[src/include/fecs_pkg.sv]
// Purpose: constants and types for the flash erase command sequencer (host side)
// Assumes: 100 MHz clock; flash bus is an 8-bit asynchronous parallel bus
// Notes: wait cycle counts below follow from CLK_MHZ, BUS_PH_CYC is fixed; no identity codes are needed
package fecs_pkg;
  localparam int ADDR_W = 18;
  localparam int CMD_AW = 11;
  localparam int CLK_MHZ = 100;
  localparam int BLK_WAIT_US = 50;
  localparam int SUSP_US = 15;
  localparam int ABORT_US = 10;
  localparam int BLK_WAIT_CYC = BLK_WAIT_US * CLK_MHZ;
  localparam int SUSP_CYC = SUSP_US * CLK_MHZ;
  localparam int ABORT_CYC = ABORT_US * CLK_MHZ;
  localparam int BUS_PH_CYC = 8;
  localparam logic [CMD_AW-1:0] ADR_UNLK1 = 11'h555;
  localparam logic [CMD_AW-1:0] ADR_UNLK2 = 11'h2aa;
  localparam logic [7:0] DAT_UNLK1 = 8'haa;
  localparam logic [7:0] DAT_UNLK2 = 8'h55;
  localparam logic [7:0] DAT_SETUP = 8'h80;
  localparam logic [7:0] DAT_CHIP = 8'h10;
  localparam logic [7:0] DAT_BLOCK = 8'h30;
  localparam logic [7:0] DAT_SUSP = 8'hb0;
  localparam logic [7:0] DAT_RESUME = 8'h30;
  localparam logic [7:0] DAT_RESET = 8'hf0;
  localparam int DQ_POLL = 7;
  localparam int DQ_TOGGLE = 6;
  localparam int DQ_ERR = 5;

  typedef enum logic [2:0] {
    FECS_OP_CHIP    = 3'b000,
    FECS_OP_BLOCK   = 3'b001,
    FECS_OP_ADD     = 3'b010,
    FECS_OP_SUSPEND = 3'b011,
    FECS_OP_RESUME  = 3'b100,
    FECS_OP_RESET   = 3'b101
  } fecs_op_t;

  typedef struct packed {
    fecs_op_t            op;
    logic [ADDR_W-1:0]   addr;
  } fecs_req_t;

  typedef struct packed {
    logic                ce_n;
    logic                oe_n;
    logic                we_n;
    logic [ADDR_W-1:0]   addr;
    logic [7:0]          dq_o;
    logic                dq_oe;
  } fecs_pins_t;
endpackage

[src/core/fecs_bus_cycle.sv]
// Purpose: one flash bus write or read cycle, phases timed by a divider enable
// Assumes: dq_i already synchronised by the caller
// Notes: strobe phases last BUS_PH_CYC clocks each
`timescale 1ns/1ns
`default_nettype none
module fecs_bus_cycle
  import fecs_pkg::*;
(
  input  wire logic              clock,
  input  wire logic              rst,
  input  wire logic              start,
  input  wire logic              is_write,
  input  wire logic [ADDR_W-1:0] addr,
  input  wire logic [7:0]        wdata,
  input  wire logic [7:0]        dq_i,
  output logic                   busy,
  output logic                   done,
  output logic [7:0]             rdata,
  output fecs_pins_t             pins
);
  logic [3:0]   div_r, div_nxt;
  logic [1:0]   ph_r, ph_nxt;
  logic         wr_r, wr_nxt;
  logic [7:0]   rd_r, rd_nxt;
  logic         dn_r, dn_nxt;
  fecs_pins_t   p_r, p_nxt;
  logic         tick;

  assign tick  = (div_r == 4'(BUS_PH_CYC - 1));
  assign busy  = (ph_r != 2'h0);
  assign done  = dn_r;
  assign rdata = rd_r;
  assign pins  = p_r;

  always_comb begin
    div_nxt = busy ? (tick ? 4'h0 : div_r + 4'h1) : 4'h0;
    ph_nxt  = ph_r;
    wr_nxt  = wr_r;
    rd_nxt  = rd_r;
    dn_nxt  = 1'b0;
    p_nxt   = p_r;
    if (!busy && start) begin
      // setup phase: address and data stable before the strobe
      ph_nxt     = 2'h1;
      wr_nxt     = is_write;
      p_nxt.addr = addr;
      p_nxt.dq_o = wdata;
      p_nxt.dq_oe = is_write;
      p_nxt.ce_n = 1'b0;
    end else if (busy && tick) begin
      unique case (ph_r)
        2'h1: begin
          ph_nxt = 2'h2;
          p_nxt.we_n = !wr_r;
          p_nxt.oe_n = wr_r;
        end
        2'h2: begin
          ph_nxt = 2'h3;
          if (!wr_r) rd_nxt = dq_i;
          p_nxt.we_n = 1'b1;
          p_nxt.oe_n = 1'b1;
        end
        2'h3: begin
          // hold phase keeps data driven past the write strobe's rising edge
          ph_nxt = 2'h0;
          dn_nxt = 1'b1;
          p_nxt.ce_n = 1'b1;
          p_nxt.dq_oe = 1'b0;
        end
        default: ph_nxt = 2'h0;
      endcase
    end
  end

  always_ff @(posedge clock) begin
    if (rst) begin
      div_r <= 4'h0;
      ph_r  <= 2'h0;
      wr_r  <= 1'b0;
      rd_r  <= 8'h00;
      dn_r  <= 1'b0;
      p_r   <= '{ce_n: 1'b1, oe_n: 1'b1, we_n: 1'b1, addr: '0, dq_o: 8'h00, dq_oe: 1'b0};
    end else begin
      div_r <= div_nxt;
      ph_r  <= ph_nxt;
      wr_r  <= wr_nxt;
      rd_r  <= rd_nxt;
      dn_r  <= dn_nxt;
      p_r   <= p_nxt;
    end
  end

  AST_STROBE_EXCL: assert property (@(posedge clock) disable iff (rst)
    !(p_r.we_n == 1'b0 && p_r.oe_n == 1'b0))
    else $error("write and output strobes low together");
  AST_WE_DRIVES: assert property (@(posedge clock) disable iff (rst)
    !p_r.we_n |-> p_r.dq_oe && !p_r.ce_n)
    else $error("write strobe without data driven");
endmodule
`default_nettype wire

[src/core/fecs_host.sv]
// Purpose: host controller issuing chip/block erase, suspend, resume and reset to a flash
// Assumes: one request at a time; req_ready high means a new request is taken
// Notes: after a chip erase starts or a resume, status is polled until the toggle bit stops or the DQ_ERR bit reads high twice in a row
`timescale 1ns/1ns
`default_nettype none
module fecs_host
  import fecs_pkg::*;
#(
  parameter int BLK_WAIT_CYCLES = BLK_WAIT_CYC,
  parameter int SUSP_CYCLES     = SUSP_CYC,
  parameter int ABORT_CYCLES    = ABORT_CYC
) (
  input  wire logic              clock,
  input  wire logic              rst,
  input  wire logic              req_valid,
  input  wire fecs_req_t         req,
  output logic                   req_ready,
  output logic                   done,
  output logic                   erase_err,
  output logic                   suspended,
  output logic                   flash_ce_n,
  output logic                   flash_oe_n,
  output logic                   flash_we_n,
  output logic [ADDR_W-1:0]      flash_addr,
  output logic [7:0]             flash_dq_o,
  output logic                   flash_dq_oe,
  input  wire logic [7:0]        flash_dq_i
);
  typedef enum logic [2:0] {
    ST_IDLE  = 3'b000,
    ST_SEQ   = 3'b001,
    ST_POLL  = 3'b010,
    ST_WAIT  = 3'b011,
    ST_ERR   = 3'b100
  } fecs_st_t;

  fecs_st_t            st_r, st_nxt;
  fecs_op_t            op_r, op_nxt;
  logic [ADDR_W-1:0]   ba_r, ba_nxt;
  logic [2:0]          idx_r, idx_nxt;
  logic [2:0]          last_r, last_nxt;
  logic                first_r, first_nxt;
  logic [7:0]          prev_r, prev_nxt;
  logic [31:0]         tmr_r, tmr_nxt;
  logic [31:0]         win_r, win_nxt;
  logic                rdy_r, rdy_nxt;
  logic                dn_r, dn_nxt;
  logic                err_r, err_nxt;
  logic                sus_r, sus_nxt;
  logic [7:0]          dq_s1_r, dq_s2_r;

  logic                bc_start, bc_wr, bc_busy, bc_done;
  logic [ADDR_W-1:0]   bc_addr;
  logic [7:0]          bc_wdata, bc_rdata;
  fecs_pins_t          bc_pins;

  fecs_bus_cycle u_bus (
    .clock    (clock),
    .rst      (rst),
    .start    (bc_start),
    .is_write (bc_wr),
    .addr     (bc_addr),
    .wdata    (bc_wdata),
    .dq_i     (dq_s2_r),
    .busy     (bc_busy),
    .done     (bc_done),
    .rdata    (bc_rdata),
    .pins     (bc_pins)
  );

  assign flash_ce_n  = bc_pins.ce_n;
  assign flash_oe_n  = bc_pins.oe_n;
  assign flash_we_n  = bc_pins.we_n;
  assign flash_addr  = bc_pins.addr;
  assign flash_dq_o  = bc_pins.dq_o;
  assign flash_dq_oe = bc_pins.dq_oe;
  assign req_ready   = rdy_r;
  assign done        = dn_r;
  assign erase_err   = err_r;
  assign suspended   = sus_r;

  // bypass mode is never entered, so chip and block erases always send full sequences
  // command table; upper address bits zero except block address
  always_comb begin
    bc_addr  = '0;
    bc_wdata = 8'h00;
    unique case (idx_r)
      3'h0: begin bc_addr[CMD_AW-1:0] = ADR_UNLK1; bc_wdata = DAT_UNLK1; end
      3'h1: begin bc_addr[CMD_AW-1:0] = ADR_UNLK2; bc_wdata = DAT_UNLK2; end
      3'h2: begin bc_addr[CMD_AW-1:0] = ADR_UNLK1; bc_wdata = DAT_SETUP; end
      3'h3: begin bc_addr[CMD_AW-1:0] = ADR_UNLK1; bc_wdata = DAT_UNLK1; end
      3'h4: begin bc_addr[CMD_AW-1:0] = ADR_UNLK2; bc_wdata = DAT_UNLK2; end
      default: begin
        unique case (op_r)
          FECS_OP_CHIP: begin bc_addr[CMD_AW-1:0] = ADR_UNLK1; bc_wdata = DAT_CHIP; end
          FECS_OP_SUSPEND: bc_wdata = DAT_SUSP;
          FECS_OP_RESUME:  bc_wdata = DAT_RESUME;
          FECS_OP_RESET:   bc_wdata = DAT_RESET;
          default: begin bc_addr = ba_r; bc_wdata = DAT_BLOCK; end
        endcase
      end
    endcase
  end

  always_comb begin
    st_nxt = st_r; op_nxt = op_r; ba_nxt = ba_r; idx_nxt = idx_r;
    last_nxt = last_r; first_nxt = first_r; prev_nxt = prev_r;
    tmr_nxt = (tmr_r != 0) ? tmr_r - 32'd1 : 32'd0;
    win_nxt = (win_r != 0) ? win_r - 32'd1 : 32'd0;
    rdy_nxt = 1'b0; dn_nxt = 1'b0; err_nxt = err_r; sus_nxt = sus_r;
    bc_start = 1'b0;
    bc_wr    = 1'b1;
    unique case (st_r)
      ST_IDLE: begin
        rdy_nxt = 1'b1;
        if (req_valid && rdy_r) begin
          rdy_nxt = 1'b0;
          op_nxt = req.op;
          ba_nxt = req.addr;
          st_nxt = ST_SEQ;
          idx_nxt = 3'h0;
          last_nxt = 3'h5;
          // added block only while the selection window is open
          if (req.op == FECS_OP_ADD) begin
            idx_nxt = 3'h5;
            if (win_r == 0) begin
              st_nxt = ST_IDLE;
              dn_nxt = 1'b1;
              err_nxt = 1'b1;
              rdy_nxt = 1'b1;
            end
          end else if (req.op != FECS_OP_CHIP && req.op != FECS_OP_BLOCK) begin
            idx_nxt = 3'h5;
          end
        end
      end
      ST_SEQ: begin
        bc_start = !bc_busy && !bc_done;
        if (bc_done) begin
          if (idx_r != last_r) begin
            idx_nxt = idx_r + 3'h1;
          end else begin
            first_nxt = 1'b1;
            unique case (op_r)
              // restart the selection window on each added block
              FECS_OP_BLOCK, FECS_OP_ADD: begin
                win_nxt = 32'(BLK_WAIT_CYCLES);
                st_nxt = ST_IDLE; dn_nxt = 1'b1; rdy_nxt = 1'b1;
                err_nxt = 1'b0;
              end
              // allow the engine its halt time
              FECS_OP_SUSPEND: begin
                tmr_nxt = 32'(SUSP_CYCLES); st_nxt = ST_WAIT;
                win_nxt = 32'd0; sus_nxt = 1'b1;
              end
              // abort time before any valid read
              FECS_OP_RESET: begin
                tmr_nxt = 32'(ABORT_CYCLES); st_nxt = ST_WAIT;
                err_nxt = 1'b0; sus_nxt = 1'b0; win_nxt = 32'd0;
              end
              FECS_OP_RESUME: begin sus_nxt = 1'b0; st_nxt = ST_POLL; end
              default: begin err_nxt = 1'b0; st_nxt = ST_POLL; end
            endcase
          end
        end
      end
      // poll status until the toggle bit stops or the DQ_ERR bit reads high on two reads in a row
      ST_POLL: begin
        bc_wr = 1'b0;
        bc_start = !bc_busy && !bc_done;
        if (bc_done) begin
          prev_nxt = bc_rdata;
          first_nxt = 1'b0;
          if (!first_r && (bc_rdata[DQ_TOGGLE] == prev_r[DQ_TOGGLE])) begin
            st_nxt = ST_IDLE; dn_nxt = 1'b1; rdy_nxt = 1'b1;
          end else if (!first_r && prev_r[DQ_ERR] && bc_rdata[DQ_ERR]) begin
            st_nxt = ST_ERR;
          end
        end
      end
      ST_WAIT: begin
        if (tmr_r == 0) begin
          st_nxt = ST_IDLE; dn_nxt = 1'b1; rdy_nxt = 1'b1;
        end
      end
      // failed erase: host must issue read/reset next
      ST_ERR: begin
        err_nxt = 1'b1; st_nxt = ST_IDLE; dn_nxt = 1'b1; rdy_nxt = 1'b1;
      end
      default: st_nxt = ST_IDLE;
    endcase
  end

  always_ff @(posedge clock) begin
    if (rst) begin
      st_r <= ST_IDLE; op_r <= FECS_OP_CHIP; ba_r <= '0; idx_r <= 3'h0;
      last_r <= 3'h5; first_r <= 1'b0; prev_r <= 8'h00; tmr_r <= 32'd0;
      win_r <= 32'd0; rdy_r <= 1'b0; dn_r <= 1'b0; err_r <= 1'b0; sus_r <= 1'b0;
      dq_s1_r <= 8'h00; dq_s2_r <= 8'h00;
    end else begin
      st_r <= st_nxt; op_r <= op_nxt; ba_r <= ba_nxt; idx_r <= idx_nxt;
      last_r <= last_nxt; first_r <= first_nxt; prev_r <= prev_nxt; tmr_r <= tmr_nxt;
      win_r <= win_nxt; rdy_r <= rdy_nxt; dn_r <= dn_nxt; err_r <= err_nxt; sus_r <= sus_nxt;
      dq_s1_r <= flash_dq_i; dq_s2_r <= dq_s1_r;
    end
  end

  AST_SIXTH_WRITE: assert property (@(posedge clock) disable iff (rst)
    (st_r == ST_SEQ && bc_done && idx_r == 3'h5 && op_r == FECS_OP_CHIP) |=> st_r == ST_POLL)
    else $error("chip erase did not start polling after sixth write");
  AST_CMD_ADDR: assert property (@(posedge clock) disable iff (rst)
    (st_r == ST_SEQ && idx_r < 3'h5 && !flash_we_n) |-> flash_addr[ADDR_W-1:CMD_AW] == '0)
    else $error("upper address bits set in unlock cycle");
  AST_WINDOW: assert property (@(posedge clock) disable iff (rst)
    (st_r == ST_SEQ && bc_done && idx_r == 3'h5 && op_r == FECS_OP_BLOCK)
    |=> win_r == 32'(BLK_WAIT_CYCLES))
    else $error("selection window not restarted");
  AST_LATE_ADD: assert property (@(posedge clock) disable iff (rst)
    (st_r == ST_IDLE && rdy_r && req_valid && req.op == FECS_OP_ADD && win_r == 0)
    |=> st_r == ST_IDLE && erase_err && done)
    else $error("late block add not refused");
  AST_SUSP_WAIT: assert property (@(posedge clock) disable iff (rst)
    (st_r == ST_SEQ && bc_done && idx_r == 3'h5 && op_r == FECS_OP_SUSPEND)
    |=> st_r == ST_WAIT && tmr_r == 32'(SUSP_CYCLES) && suspended)
    else $error("suspend wait not loaded");
  AST_ABORT_WAIT: assert property (@(posedge clock) disable iff (rst)
    (st_r == ST_SEQ && bc_done && idx_r == 3'h5 && op_r == FECS_OP_RESET)
    |=> st_r == ST_WAIT && tmr_r == 32'(ABORT_CYCLES) && !erase_err)
    else $error("abort wait not loaded");
  AST_RESUME: assert property (@(posedge clock) disable iff (rst)
    (st_r == ST_SEQ && bc_done && idx_r == 3'h5 && op_r == FECS_OP_RESUME)
    |=> st_r == ST_POLL && !suspended)
    else $error("resume did not poll");
  AST_POLL_READ: assert property (@(posedge clock) disable iff (rst)
    (st_r == ST_POLL) |-> flash_we_n && !flash_dq_oe)
    else $error("write issued while polling status");
endmodule
`default_nettype wire

[config.mk]
export PLATFORM = sky130hd
export DESIGN_NAME = fecs_host
export DESIGN_NICKNAME = d
export VERILOG_FILES = /design/src/include/fecs_pkg.sv /design/src/core/fecs_bus_cycle.sv /design/src/core/fecs_host.sv
export SDC_FILE = /design/constraint.sdc
export NUM_CORES = 1
export LEC_CHECK = 0
export BUFFER_PORTS_ARGS = -buffer_cell sky130_fd_sc_hd__buf_4
export CELL_PAD_IN_SITES_DETAIL_PLACEMENT = 1
export CELL_PAD_IN_SITES_GLOBAL_PLACEMENT = 1
export CORE_MARGIN = 5
export CORE_UTILIZATION = 40
export CTS_CLUSTER_DIAMETER = 30
export DETAILED_ROUTE_END_ITERATION = 10
export PLACE_DENSITY_LB_ADDON = 0.1
export SYNTH_ARGS = -nofsm -noshare
export SYNTH_HDL_FRONTEND = slang
export SYNTH_SLANG_ARGS = --single-unit
[constraint.sdc]
create_clock -name clock -period 2 [get_ports clock]
set_input_delay 0.3 -clock clock [delete_from_list [all_inputs] [get_ports clock]]
set_output_delay 0.3 -clock clock [all_outputs]
set_load 0.05 [all_outputs]
* Word level (Yosys, flattened, before mapping)
Cells that the tools add are included.
** Word-level totals
- Input port bits :: 32
- Register bits after elaboration :: 162
- Logic and storage cells :: 188
** Operators by class
- Mux-type cells :: 70
- Eq/ne operators :: 31
- Bitwise logic cells :: 5
- Reduce and logical (&&, ||, !) cells :: 52
- $add $sub $neg :: 4
** Operator list (number)
- 32-bit 2-to-1 mux :: 8
- 32-bit case mux with 2 select lines :: 2
- 32-bit zero test :: 2
- 32-bit nonzero test :: 2
- 32-bit by 1-bit subtractor with 32-bit output (second input constant) :: 2
- 8-bit case mux with 3 select lines :: 2
- 11-bit case mux with 2 select lines :: 2
- 3-bit 2-to-1 mux :: 13
- 1-bit 2-to-1 mux :: 31
- 3-bit by 2-bit == test with 1-bit output (second input constant) :: 7
- 4-bit AND reduction :: 4
- 2-bit OR reduction :: 8
- 7-bit 2-to-1 mux :: 2
- 2-bit != test (second input constant) :: 7
- 2-bit nonzero test :: 7
- 3-bit == test (second input constant) :: 4
- 2-bit case mux with 2 select lines :: 3
- 3-bit case mux with 4 select lines :: 1
- 3-bit OR reduction :: 4
- 1-bit case mux with 5 select lines :: 2
- 3-bit by 1-bit == test with 1-bit output (second input constant) :: 3
- 3-bit zero test :: 3
- 1-bit logical AND :: 8
- 7-bit AND reduction :: 1
- 20 further kinds :: 34

* Longest topological paths before layout
Gate-level depths: netlist (run 1).
- Depth in word-level cells :: 7
- Depth in mapped cells :: 9

* Cells and area by module
From an unflattened synthesis (run 1), not the netlist that was laid out.
** Second synthesis, totals
- Cell total of the unflattened synthesis :: 831
- Area total of the unflattened synthesis :: 7050.5 sq um
** Modules (own cells, without submodules)
- fecs_host :: instances 1, area an instance 5283.8 sq um, sequential area each 2282.2 sq um, cells each 628
- fecs_bus_cycle :: instances 1, area an instance 1766.7 sq um, sequential area each 920.9 sq um, cells each 203

* Worst setup path before layout (run 1)
OpenSTA, ideal clock, no wires.
- Kind :: flip-flop to flip-flop
- From :: register win_r[0]
- To :: register dn_r (netlist: done)
- Path buffers :: 1
- Path slack :: -0.221 ns
- Setup time :: 0.070 ns
- Cell stages (with the launch flop) :: 9
- Period minus slack after synthesis :: 2.221 ns
- Arrival time :: 2.150 ns
- Path through :: dfxtp_1 -> inv_1 -> ha_1 -> or4b_2 -> nor4_4 -> buf_2 -> nand4b_1 -> or2_0 -> a21oi_1
** Between the ends
- Word-level cells in the longest chain between the ends :: 5
** Ends and longest elaborated chain
- start, declared :: RTL line fecs_host.sv:45 : logic [31:0] win_r, win_nxt;
- start signal, assigned :: RTL line fecs_host.sv:203 : win_r <= win_nxt; rdy_r <= rdy_nxt; dn_r <= dn_nxt; err_r <= err_nxt; sus_r <= sus_nxt;
- 32-bit zero test :: RTL line fecs_host.sv:126 : if (win_r == 0) begin
- 1-bit 2-to-1 mux :: RTL line fecs_host.sv:126
- 1-bit 2-to-1 mux :: RTL line fecs_host.sv:124 : if (req.op == FECS_OP_ADD) begin
- 1-bit 2-to-1 mux :: RTL line fecs_host.sv:116 : if (req_valid && rdy_r) begin
- 1-bit case mux with 5 select lines :: RTL line fecs_host.sv:113 : unique case (st_r)
- end signal, assigned :: RTL line fecs_host.sv:203
- end, declared :: RTL line fecs_host.sv:47 : logic dn_r, dn_nxt;
No other way between the ends.
A chain may end at the register's enable or synchronous reset.

* Worst setup path in the final report (run 1)
- From :: register tmr_r[10]
- To :: register tmr_r[10]
** Between the ends
- Word-level cells in the longest chain between the ends :: 6
** Ends and longest elaborated chain
- start, declared :: RTL line fecs_host.sv:44 : logic [31:0] tmr_r, tmr_nxt;
- start signal, assigned :: RTL line fecs_host.sv:202 : last_r <= last_nxt; first_r <= first_nxt; prev_r <= prev_nxt; tmr_r <= tmr_nxt;
- 32-bit by 1-bit subtractor with 32-bit output / 32-bit nonzero test (equally long branches) :: RTL line fecs_host.sv:108 : tmr_nxt = (tmr_r != 0) ? tmr_r - 32'd1 : 32'd0;
- 32-bit 2-to-1 mux (*) :: RTL line fecs_host.sv:108
- 32-bit case mux with 2 select lines :: RTL line fecs_host.sv:144 : unique case (op_r)
- 32-bit 2-to-1 mux :: RTL line fecs_host.sv:140 : if (idx_r != last_r) begin
- 32-bit 2-to-1 mux :: RTL line fecs_host.sv:139 : if (bc_done) begin
- 32-bit 2-to-1 mux (*) :: RTL line fecs_host.sv:113
Mark *: on every way between the ends. The rest lies on a longest branch, timed or not.

==> implementation parameters, run 1 <==
Parameter                              Value

Outcome
  Outcome ... finished with violations
  Violations in the final reports ... negative setup slack

Floorplan
  Effective utilization at floorplan ... 40.9%
  Die area ... 18100 um^2
  Num ports ... 66
  Placeable Area ... 15200 um^2
  Die Width ... 135 um
  Chip Height ... 135 um
  Number of placement rows ... 45

Job
  Max cap viols ... 0

Routing
  Drt first-iter violations ... 277
  Vias/cell ... 5.32
  Drc violations ... 0
  Pre-antenna DRT Iters ... 4
  Vias post-DR ... 5675
  Wire per inst ... 17.7 um
  Final ANT Viol Nets ... 0
  Final WL ... 18900 um

Final layout
  Inserted Diodes ... 0
  Post-Route Utilization ... 56.6%
  Net count of the finished layout ... 909
  Share of final-layout standard cells stronger than drive strength 1 ... 33.9%
  Layout-stage area growth over the synthesis result ... 38.4%
  Layout fillers ... 1724

Synthesis
  Cell count after synthesis ... 723
  Share of flip-flops with an asynchronous set or reset ... 0%
  Synthesized cell area ... 6220 um^2
  Share of the synthesized area in the top cell type ... 45.1%
  Most frequently used flop master after synthesis ... sky130_fd_sc_hd__dfxtp_1
  Number of synthesized flops with an enable pin ... 0
  Cell types occupying the most area after synthesis ... sky130_fd_sc_hd__dfxtp_1 45%, sky130_fd_sc_hd__nor2_1 6.0%, sky130_fd_sc_hd__xnor2_1 5.8%
  Count of different cell masters after synthesis ... 62
  Sequential area share after synthesis ... 45.1%
  Dominant cell type by area after synthesis ... sky130_fd_sc_hd__dfxtp_1
  Post-synthesis area per instance ... 8.60 um^2
  Mapped Nets ... 766
  Flops & latches, synth ... 140
  Total number of yosys warnings ... 0

STA
  Unrepaired setup endpoints after global routing ... true
  Clock skew ... 7.53 ps
  Min cycle time layout ... 2240 ps
  Number of hold violations in the final report ... 0
  Transition time of the tightest slew-check pin ... 629 ps
  Post-route clock period utilization ... 112%
  Count of endpoints failing setup in the final report ... 68
  Count of final max-slew check failures ... 0
  PnR worst setup slack ... -241 ps
  Slew margin rel. ... 57.7%
  Highest attainable clock frequency ... 446 MHz

Clock network
  Clock input transition at the sequential cells of the worst setup and hold paths ... 60 ps
  Clock tree from TritonCTS ... built
  Deepest clock path buffer count ... 2
  Clock tree root driver cell ... sky130_fd_sc_hd__clkbuf_16
  Total clock buffers created by CTS ... 17
  Clock insertion delay at the later pin of the skew report ... 420 ps
  Level count of the clock H-tree ... 4
  Sink Count ... 140

Setup path
  Worst reg2reg path depth ... 6
  Worst Path Class, Setup ... reg -> reg
  Data arrival time of the critical path ... 2540 ps
  Register-to-Register Setup Slack ... -240 ps
  Critical R2R Capture ... tmr_r[10]
  Worst-path maximum fanout ... 7
  Required time at the endpoint of the critical path ... 2300 ps
  Startpoint type of the worst setup path ... register
  Launch instance of the worst register-to-register path ... tmr_r[10]
  Crit path capture type ... register

Global routing
  Number of global-route vias before repair ... 6214
  Global route overflow ... 0
  Global-route wire length before repair ... 30800 um
  Number of antenna violations at the first check in global routing ... 0
  Maximum number of pins on one net before global-route repair ... 23
  Overall Global Routing Usage ... 21.1%

Worst hold path
  End point of the worst hold path ... dq_s1_r[5]
  Instance count along the most critical hold path ... 2
  Hold Path Origin ... flash_dq_i[5]
  Worst hold path class ... in -> reg

Power
  Static power due to leakage ... 3.66 nW
  Switching portion of total power ... 36.8%
  Portion of total power attributed to combinational logic ... 42.7%
  Worst supply voltage drop on vdd ... 0.652 mV
  Total Power ... 12.2 mW
  Switching power total ... 4.47 mW
  Internal power consumption ... 7.69 mW
  Pwr/cell area ... 1410 nW/um^2
  Fraction of power consumed by sequential logic ... 30.2%
  Clk pwr share ... 27.0%

Placement
  Routability-driven placement congestion ratio ... 0.826
  Count of buffers inserted at the top-level ports ... 59
  Post-DP HPWL ... 12800 um
  Worst setup slack after placement ... -218 ps
[what timing repair did]
item,in CTS,in global routing
setup buffers,9,4
pin swaps,14,9
endpoints found under the setup margin,69,70
hold endpoints to repair,0,0
gates resized for setup,69,41
gates cloned,3,2
hold buffers,0,0
[cell type report]
cell class / count / area, um^2 / share of cell area (%)
multi-input combinational: 531 / 3540 / 41.1
tap: 188 / 235 / 2.73
clock inverter: 12 / 159 / 1.85
timing repair buffer: 162 / 1350 / 15.7
sequential: 140 / 2810 / 32.7
clock buffer: 20 / 457 / 5.31
inverter: 14 / 52.6 / 0.611
[Yosys cell counts (11+ instances only)]
master,n
sky130_fd_sc_hd__dfxtp_1,140
sky130_fd_sc_hd__clkbuf_1,26
sky130_fd_sc_hd__inv_1,14
sky130_fd_sc_hd__a21oi_1,53
sky130_fd_sc_hd__nor4_1,15
sky130_fd_sc_hd__nand2_1,82
sky130_fd_sc_hd__nand3_1,17
sky130_fd_sc_hd__xnor2_1,41
sky130_fd_sc_hd__xor2_1,21
sky130_fd_sc_hd__ha_1,11
sky130_fd_sc_hd__o21ai_0,31
sky130_fd_sc_hd__nor2_1,100
sky130_fd_sc_hd__nor3_1,31
[cell families (layout without fill, tap and decap cells)]
kind of cell               after synthesis  after routing  share of synthesized area [%]
DFF                                    140            140                           45.1
xor gates and xnor gates                62             62                           8.73
buffers and inverters                   52            208                           4.14
adders and majority gates               11             11                           2.21
AOI/OAI and AO/OA                      125            125                           12.5
and+or+nand+nor                        327            327                           26.3
muxes                                    6              6                          0.986
[placed cells by master, fill, tap and decap left out, types with 4 or more instances in the layout]
cell type	n
sky130_fd_sc_hd__a21oi_1	51
sky130_fd_sc_hd__a22o_1	7
sky130_fd_sc_hd__a31oi_1	4
sky130_fd_sc_hd__and2_1	5
sky130_fd_sc_hd__buf_12	5
sky130_fd_sc_hd__buf_4	151
sky130_fd_sc_hd__clkbuf_16	19
sky130_fd_sc_hd__dfxtp_1	134
sky130_fd_sc_hd__dfxtp_2	6
sky130_fd_sc_hd__ha_1	10
sky130_fd_sc_hd__inv_1	12
sky130_fd_sc_hd__inv_6	4
sky130_fd_sc_hd__mux2i_1	5
sky130_fd_sc_hd__nand2_1	82
sky130_fd_sc_hd__nand2b_1	8
sky130_fd_sc_hd__nand3_1	16
sky130_fd_sc_hd__nand3b_1	7
sky130_fd_sc_hd__nand4_1	5
sky130_fd_sc_hd__nor2_1	65
sky130_fd_sc_hd__nor2_2	29
sky130_fd_sc_hd__nor2_4	6
sky130_fd_sc_hd__nor2b_1	10
sky130_fd_sc_hd__nor3_1	24
sky130_fd_sc_hd__nor3_2	5
sky130_fd_sc_hd__nor4_1	11
sky130_fd_sc_hd__nor4_4	5
sky130_fd_sc_hd__o21ai_0	24
sky130_fd_sc_hd__o21ai_2	10
sky130_fd_sc_hd__or2_2	4
sky130_fd_sc_hd__or3_1	10
sky130_fd_sc_hd__or4_4	9
sky130_fd_sc_hd__xnor2_1	39
sky130_fd_sc_hd__xor2_1	19
[critical path: stages (launching register included)]
cell,delay [ps]
sky130_fd_sc_hd__dfxtp_2,320
sky130_fd_sc_hd__or4_4,530
sky130_fd_sc_hd__or4_4,580
sky130_fd_sc_hd__o31ai_4,230
sky130_fd_sc_hd__a21o_4,210
sky130_fd_sc_hd__buf_12,160
sky130_fd_sc_hd__o21ai_2,70
[through the flow]
step                      area, um^2  hold slack, ps  TNS, ps  instances
after floorplan                 6240             414    -6980        723
after global placement          7390             430    -4900       1020
after detailed placement        7390             434    -9290       1020
after CTS                       8400            76.1    -7300       1063
after global routing            8600            90.9   -13870       1067
final                           8600            90.0    -9180       1067
[how the worst max path moves through the flow]
stage               startpoint        end  slack (ps)  cells past startpoint
floorplan            win_r[11]  win_r[12]        -160                      7
global placement     tmr_r[27]    st_r[2]        -190                      6
detailed placement   tmr_r[10]  tmr_r[26]        -220                      6
CTS                  tmr_r[17]  tmr_r[10]        -180                      6
global route         tmr_r[10]  tmr_r[10]        -280                      6
finish               tmr_r[10]  tmr_r[10]        -240                      6
[power by group through the flow]
stage                     combinational, mW  sequential [mW]  clock (mW)
final                                  5.20             3.68        3.29
after global placement                 4.17             3.63           0
after global routing                   5.65             3.73        3.48
after floorplan                        2.42             4.05           0
after detailed placement               4.34             3.68           0
after CTS                              5.12             3.66        3.35
[sequential cells by signal, indices dropped and copies added (netlist names), 3 cells and up]
signal       cells
ba_r            18
idx_r            3
op_r             3
st_r             3
tmr_r           32
u_bus.div_r      4
u_bus.pins      28
win_r           32
[routing by layer]
metal / part of all wire [%] / up-vias / track usage [%]
met5: 0 / - / 0
met3: 3.9 / 32 / 5.03
met1: 43 / 2762 / 25.4
li1: - / 2778 / -
met2: 51 / 103 / 36.8
met4: 1.8 / 0 / 7.01
Power figures use the tool's default switching activity.
==> run 2, diff against run 1 <==
--- a/config.mk
+++ b/config.mk
@@ -12,7 +12,7 @@
 export CORE_UTILIZATION = 40
 export CTS_CLUSTER_DIAMETER = 30
 export DETAILED_ROUTE_END_ITERATION = 10
-export PLACE_DENSITY_LB_ADDON = 0.1
+export PLACE_DENSITY = 0.84
 export SYNTH_ARGS = -nofsm -noshare
 export SYNTH_HDL_FRONTEND = slang
 export SYNTH_SLANG_ARGS = --single-unit
==> implementation parameters, run 2 (synthesized netlist as in run 1, its figures left out) <==
Parameter                              Value

Placement
  Post-DP HPWL ... 13300 um (+4.4%)
  Worst setup slack after placement ... -215 ps (+3.81 ps)
  Count of buffers inserted at the top-level ports ... 59 (unchanged)
  Routability-driven placement congestion ratio ... 0.887 (+7.3%)

Routing
  Vias/cell ... 5.53 (+3.9%)
  Drt first-iter violations ... 342 (+23%)
  Final ANT Viol Nets ... 0 (unchanged)
  Wire per inst ... 19.9 um (+12%)
  Drc violations ... 0 (unchanged)
  Final WL ... 21000 um (+11%)
  Vias post-DR ... 5842 (+2.9%)
  Pre-antenna DRT Iters ... 4 (unchanged)

Worst hold path
  Instance count along the most critical hold path ... 2 (unchanged)
  End point of the worst hold path ... dq_s1_r[6]
  Hold Path Origin ... flash_dq_i[6]
  Worst hold path class ... in -> reg

STA
  Number of hold violations in the final report ... 0 (unchanged)
  PnR worst setup slack ... -199 ps (+42.0 ps)
  Clock skew ... 10.5 ps (+2.93 ps)
  Transition time of the tightest slew-check pin ... 643 ps (+13.2 ps)
  Count of final max-slew check failures ... 0 (unchanged)
  Count of endpoints failing setup in the final report ... 68 (unchanged)
  Worst Hold Margin ... 91.5 ps (+1.45 ps)
  Highest attainable clock frequency ... 455 MHz (+1.9%)
  Unrepaired setup endpoints after global routing ... true
  Post-route clock period utilization ... 110% (-2.1 points)
  Slew margin rel. ... 57.1% (-0.55 points)
  Min cycle time layout ... 2200 ps (-42.0 ps)

Floorplan
  Num ports ... 66 (unchanged)
  Die Width ... 135 um (unchanged)
  Effective utilization at floorplan ... 40.9% (unchanged)
  Number of placement rows ... 45 (unchanged)
  Chip Height ... 135 um (unchanged)
  Placeable Area ... 15200 um^2 (unchanged)
  Die area ... 18100 um^2 (unchanged)

Clock network
  Clock tree from TritonCTS ... built
  Level count of the clock H-tree ... 4 (unchanged)
  Sink Count ... 140 (unchanged)
  Clock tree root driver cell ... sky130_fd_sc_hd__clkbuf_16
  Deepest clock path buffer count ... 2 (unchanged)
  Clock input transition at the sequential cells of the worst setup and hold paths ... 60 ps (about the same)
  Clock insertion delay at the later pin of the skew report ... 430 ps (about the same)
  Total clock buffers created by CTS ... 17 (unchanged)

Global routing
  Overall Global Routing Usage ... 23.0% (+2.0 points)
  Maximum number of pins on one net before global-route repair ... 36 (+57%)
  Number of antenna violations at the first check in global routing ... 0 (unchanged)
  Global route overflow ... 0 (unchanged)
  Number of global-route vias before repair ... 6513 (+4.8%)
  Global-route wire length before repair ... 33100 um (+7.3%)

Setup path
  Register-to-Register Setup Slack ... -200 ps (+40 ps)
  Crit path capture type ... register
  Data arrival time of the critical path ... 2510 ps (-30 ps)
  Worst Path Class, Setup ... reg -> reg
  Worst reg2reg path depth ... 6 (unchanged)
  Required time at the endpoint of the critical path ... 2320 ps (+20 ps)
  Startpoint type of the worst setup path ... register
  Worst-path maximum fanout ... 12 (+5)
  Critical R2R Capture ... tmr_r[23]
  Launch instance of the worst register-to-register path ... tmr_r[10]

Outcome
  Outcome ... finished with violations
  Violations in the final reports ... negative setup slack

Final layout
  Footprint of the flip-flops and latches ... 2810 um^2 (unchanged)
  Most frequent cells in the layout ... 143 x sky130_fd_sc_hd__buf_4, 134 x sky130_fd_sc_hd__dfxtp_1, 81 x sky130_fd_sc_hd__nand2_1, 75 x sky130_fd_sc_hd__nor2_1, 49 x sky130_fd_sc_hd__a21oi_1
  Inserted Diodes ... 0 (unchanged)
  Share of final-layout standard cells stronger than drive strength 1 ... 32.5% (-1.5 points)
  Layout-stage area growth over the synthesis result ... 36.2%
  Commonest non-fill, non-tap cell in the layout ... sky130_fd_sc_hd__buf_4
  Layout fillers ... 1749 (+1.5%)
  Area taken by multi-input logic gates ... 3570 um^2 (+0.88%)
  Net count of the finished layout ... 899 (-1.1%)

Power
  Pwr/cell area ... 1470 nW/um^2 (+4.2%)
  Static power due to leakage ... 3.55 nW (-2.9%)
  Worst supply voltage drop on vdd ... 1.01 mV (+55%)

Job
  Max cap viols ... 0 (unchanged)
==> run 2: cell types whose count changed in the layout (fill, tap and decap cells not counted), sizes merged <==
cell and change:
clkinv +6, clkbuf -3, buf -8, inv -4
bufinv -1
==> run 2: metal layers <==
metal	track usage (%)	share of wire, %	vias up
li1	-	-	2757
met4	8.77	2.7	0
met5	0	0	-
met2	43.8	56	134
met1	24.3	38	2903
met3	5.55	3.0	48
==> run 2: timing repair <==
| action | 4_1_cts | 5_1_grt |
|---|---|---|
| hold buffers | 0 | 0 |
| cloned | 3 | 0 |
| resized for setup | 63 | 48 |
| setup endpoints to repair | 70 | 85 |
| hold endpoints to repair | 0 | 0 |
| pin swaps | 9 | 7 |
| buffers inserted | 7 | 4 |
==> run 2: area by class of cell <==
class                   instances  share of cell area, %
multi-input cells             531                   42.1
clock buffers                  19                   5.35
inverters                      14                  0.621
flip-flops and latches        140                   33.2
clock inverters                13                   1.46
repair buffers                152                   14.5
well taps                     188                   2.78
==> run 2: how the worst max path moves through the flow <==
stage | cells after the start | endpoint | from | slack [ps]
final | 6 | tmr_r[23] | tmr_r[10] | -200
after global routing | 6 | tmr_r[14] | tmr_r[10] | -270
after CTS | 6 | tmr_r[23] | tmr_r[10] | -210
after detailed placement | 8 | win_r[16] | win_r[0] | -210
after global placement | 6 | tmr_r[26] | tmr_r[10] | -150
after floorplan | 7 | win_r[12] | win_r[11] | -160
==> run 2: where the power goes <==
| part | total [mW] | switching [mW] | internal, mW |
|---|---|---|---|
| sequential | 3.70 | 0.421 | 3.28 |
| combinational | 5.66 | 3.23 | 2.43 |
| clock | 3.11 | 1.23 | 1.88 |
==> run 2: critical path, stage by stage, from the launching register on <==
cell,delay [ps]
sky130_fd_sc_hd__dfxtp_2,320
sky130_fd_sc_hd__or4_4,530
sky130_fd_sc_hd__or4_4,570
sky130_fd_sc_hd__o31ai_4,220
sky130_fd_sc_hd__a21o_1,170
sky130_fd_sc_hd__buf_4,210
sky130_fd_sc_hd__nor2_1,70
==> run 2: per-stage QoR <==
stage / util, % / area [um^2] / setup TNS [ps] / cells / total power [mW]
finish: 55.7 / 8470 / -9810 / 1057 / 12.5
global route: 55.7 / 8470 / -13950 / 1057 / 13.0
CTS: 54.3 / 8250 / -7610 / 1054 / 11.9
detailed placement: 48.2 / 7320 / -5730 / 1013 / 7.98
global placement: 48.2 / 7320 / -3170 / 1013 / 7.68
floorplan: - / 6240 / -6980 / 723 / 6.47
==> run 3, diff against run 2 <==
--- a/config.mk
+++ b/config.mk
@@ -9,10 +9,11 @@
 export CELL_PAD_IN_SITES_DETAIL_PLACEMENT = 1
 export CELL_PAD_IN_SITES_GLOBAL_PLACEMENT = 1
 export CORE_MARGIN = 5
-export CORE_UTILIZATION = 40
+export CORE_UTILIZATION = 41
 export CTS_CLUSTER_DIAMETER = 30
 export DETAILED_ROUTE_END_ITERATION = 10
-export PLACE_DENSITY = 0.84
+export PLACE_DENSITY = 0.85
 export SYNTH_ARGS = -nofsm -noshare
 export SYNTH_HDL_FRONTEND = slang
+export SYNTH_HIERARCHICAL = 1
 export SYNTH_SLANG_ARGS = --single-unit
==> constraint.sdc (replaced) <==
create_clock -name clock -period 2 [get_ports clock]
set_input_delay 0.3 -clock clock [delete_from_list [all_inputs] [get_ports clock]]
set_output_delay 0.3 -clock clock [all_outputs]
set_load 0.005 [all_outputs]
==> implementation parameters, run 3 <==
Parameter                              Value

Outcome
  Outcome ... finished with violations
  Violations in the final reports ... negative setup slack

Power
  Static power due to leakage ... 3.66 nW (+3.0%)
  Switching portion of total power ... 40.3% (+1.2 points)
  Fraction of power consumed by sequential logic ... 30.9% (+1.2 points)
  Internal power consumption ... 7.22 mW (-4.9%)
  Switching power total ... 4.88 mW (+0.11%)
  Worst supply voltage drop on vdd ... 0.695 mV (-31%)
  Portion of total power attributed to combinational logic ... 43.7% (-1.7 points)
  Pwr/cell area ... 1370 nW/um^2 (-6.7%)
  Clk pwr share ... 25.4% (+0.5 points)

Setup path
  Data arrival time of the critical path ... 2560 ps (+50 ps)
  Worst reg2reg path depth ... 7 (+1)
  Total buffers and inverters traversed by the critical path ... 2 (+1)
  Slowest stage cell on the critical path ... sky130_fd_sc_hd__or4_4
  Crit path capture type ... register
  Sequence of cells on the critical path ... inv_2 -> ha_4 -> or4b_4 -> or4_4 -> buf_12 -> xor2_1 -> nor2_1
  Top Family by Delay on Critical Path ... simple AND/OR/NAND/NOR gates
  Worst Path Class, Setup ... reg -> reg
  Longest individual stage delay on the worst path ... 630 ps (+60 ps)
  Startpoint type of the worst setup path ... register
  Required time at the endpoint of the critical path ... 2310 ps (about the same)
  Levels on crit path ... 7 (+1)
  Worst-path maximum fanout ... 7 (-5)

Global routing
  Overall Global Routing Usage ... 21.6% (-1.4 points)
  Number of global-route vias before repair ... 6459 (-0.83%)
  Global route overflow ... 0 (unchanged)
  Number of antenna violations at the first check in global routing ... 0 (unchanged)
  Maximum number of pins on one net before global-route repair ... 38 (+5.6%)
  Global-route wire length before repair ... 31900 um (-3.6%)

Clock network
  Clock tree root driver cell ... sky130_fd_sc_hd__clkbuf_16
  Total clock buffers created by CTS ... 17 (unchanged)
  Level count of the clock H-tree ... 4 (unchanged)
  Deepest clock path buffer count ... 2 (unchanged)
  Sink Count ... 142 (+1.4%)
  Clock tree from TritonCTS ... built
  Clock input transition at the sequential cells of the worst setup and hold paths ... 60 ps (about the same)
  Clock insertion delay at the later pin of the skew report ... 440 ps (about the same)

STA
  Highest attainable clock frequency ... 445 MHz (-2.3%)
  Count of final max-slew check failures ... 0 (unchanged)
  Unrepaired setup endpoints after global routing ... true
  Min cycle time layout ... 2250 ps (+51.1 ps)
  Number of hold violations in the final report ... 0 (unchanged)
  PnR worst setup slack ... -250 ps (-51.1 ps)
  Clock skew ... 11.3 ps (+0.796 ps)
  Transition time of the tightest slew-check pin ... 489 ps (-153 ps)
  Slew margin rel. ... 67.3% (+10 points)
  Post-route clock period utilization ... 112% (+2.6 points)
  Worst Hold Margin ... 85.9 ps (-5.61 ps)
  Count of endpoints failing setup in the final report ... 56 (-18%)

Floorplan
  Placeable Area ... 15700 um^2 (+3.4%)
  Die Width ... 136 um (+0.76%)
  Die area ... 18400 um^2 (+1.5%)
  Chip Height ... 136 um (+0.76%)
  Num ports ... 66 (unchanged)
  Number of placement rows ... 46 (+2.2%)
  Effective utilization at floorplan ... 41.2% (+0.34 points)

Synthesis
  Post-synthesis area per instance ... 8.28 um^2 (-3.8%)
  Cell count after synthesis ... 783 (+8.3%)
  Total number of yosys warnings ... 6 (+6)
  Mapped Nets ... 826 (+7.8%)
  Synthesized cell area ... 6480 um^2 (+4.2%)

Final layout
  Most frequent cells in the layout ... 136 x sky130_fd_sc_hd__nand2_1, 135 x sky130_fd_sc_hd__dfxtp_1, 127 x sky130_fd_sc_hd__buf_4, 83 x sky130_fd_sc_hd__nor2_1, 62 x sky130_fd_sc_hd__a21oi_1
  Inserted Diodes ... 0 (unchanged)
  Footprint of the flip-flops and latches ... 2850 um^2 (+1.5%)
  Net count of the finished layout ... 951 (+5.8%)
  Layout-stage area growth over the synthesis result ... 35.9%
  Commonest non-fill, non-tap cell in the layout ... sky130_fd_sc_hd__nand2_1
  Share of final-layout standard cells stronger than drive strength 1 ... 29.1% (-3.4 points)
  Area taken by multi-input logic gates ... 3790 um^2 (+6.3%)
  Layout fillers ... 1827 (+4.5%)
  Post-layout instance count excluding filler cells ... 1137 (+7.6%)
  Finished Cell Area ... 8810 um^2 (+4.0%)

Routing
  Wire per inst ... 20.8 um (+4.8%)
  Final ANT Viol Nets ... 0 (unchanged)
  Vias/cell ... 5.54 (+0.24%)
  Final WL ... 23700 um (+13%)
  Drc violations ... 0 (unchanged)
  Pre-antenna DRT Iters ... 4 (unchanged)
  Vias post-DR ... 6299 (+7.8%)
  Drt first-iter violations ... 345 (+0.88%)

Placement
  Count of buffers inserted at the top-level ports ... 59 (unchanged)
  Placed cell count ... 1088 (+7.4%)
  Cell area reported after detailed placement ... 7600 um^2 (+3.7%)
  Routability-driven placement congestion ratio ... 0.795 (-10%)
  Post-DP HPWL ... 12500 um (-6.0%)

Job
  Max cap viols ... 0 (unchanged)

Worst hold path
  Worst hold path class ... in -> reg
  Instance count along the most critical hold path ... 2 (unchanged)
run 3: repair_timing:
item,in CTS,in global routing
pin swaps,8,22
gates cloned,1,5
hold buffers,0,0
resized for setup,27,72
setup endpoints to repair,72,85
buffers inserted,2,10
run 3: layout make-up:
cell class	instances	share of cell area [%]
clock buffers	19	4.92
repair buffers	147	14.5
inverters	16	0.682
well taps	216	3.07
clock inverters	13	1.36
multi-input cells	584	43.1
flip-flops and latches	142	32.4
run 3: worst paths after layout:
check                startpoint          to  slack, ps
hold / removal    flash_dq_i[5]  dq_s1_r[5]         90
setup reg to reg       win_r[0]   win_r[16]       -250
hold reg to reg      dq_s1_r[5]  dq_s2_r[5]        440
setup / recovery       win_r[0]   win_r[16]       -250
run 3: metal layers:
metal  vias to the layer above  wire [um]  global-route usage [%]
li1                       2914          -                       -
met1                      3162       9570                    23.9
met2                       166      12700                    40.8
met3                        57        742                    3.97
met4                         0        661                    8.29
met5                         -          0                       0
run 3: stage by stage:
stage	power [mW]	setup TNS (ps)	setup WS [ps]	util [%]
after global placement	7.75	-3050	-138	48.3
after floorplan	6.43	-373	-78.1	-
final	12.1	-5150	-250	56.0
after detailed placement	7.94	-4460	-189	48.3
after global routing	12.7	-12510	-280	56.0
after CTS	11.2	-1520	-162	52.8
run 3: power groups by stage:
stage | logic [mW] | registers, mW | clock network (mW)
finish | 5.29 | 3.74 | 3.07
global route | 5.68 | 3.78 | 3.22
CTS | 4.51 | 3.67 | 3.02
detailed placement | 4.23 | 3.71 | 0
global placement | 4.07 | 3.68 | 0
floorplan | 2.80 | 3.63 | 0
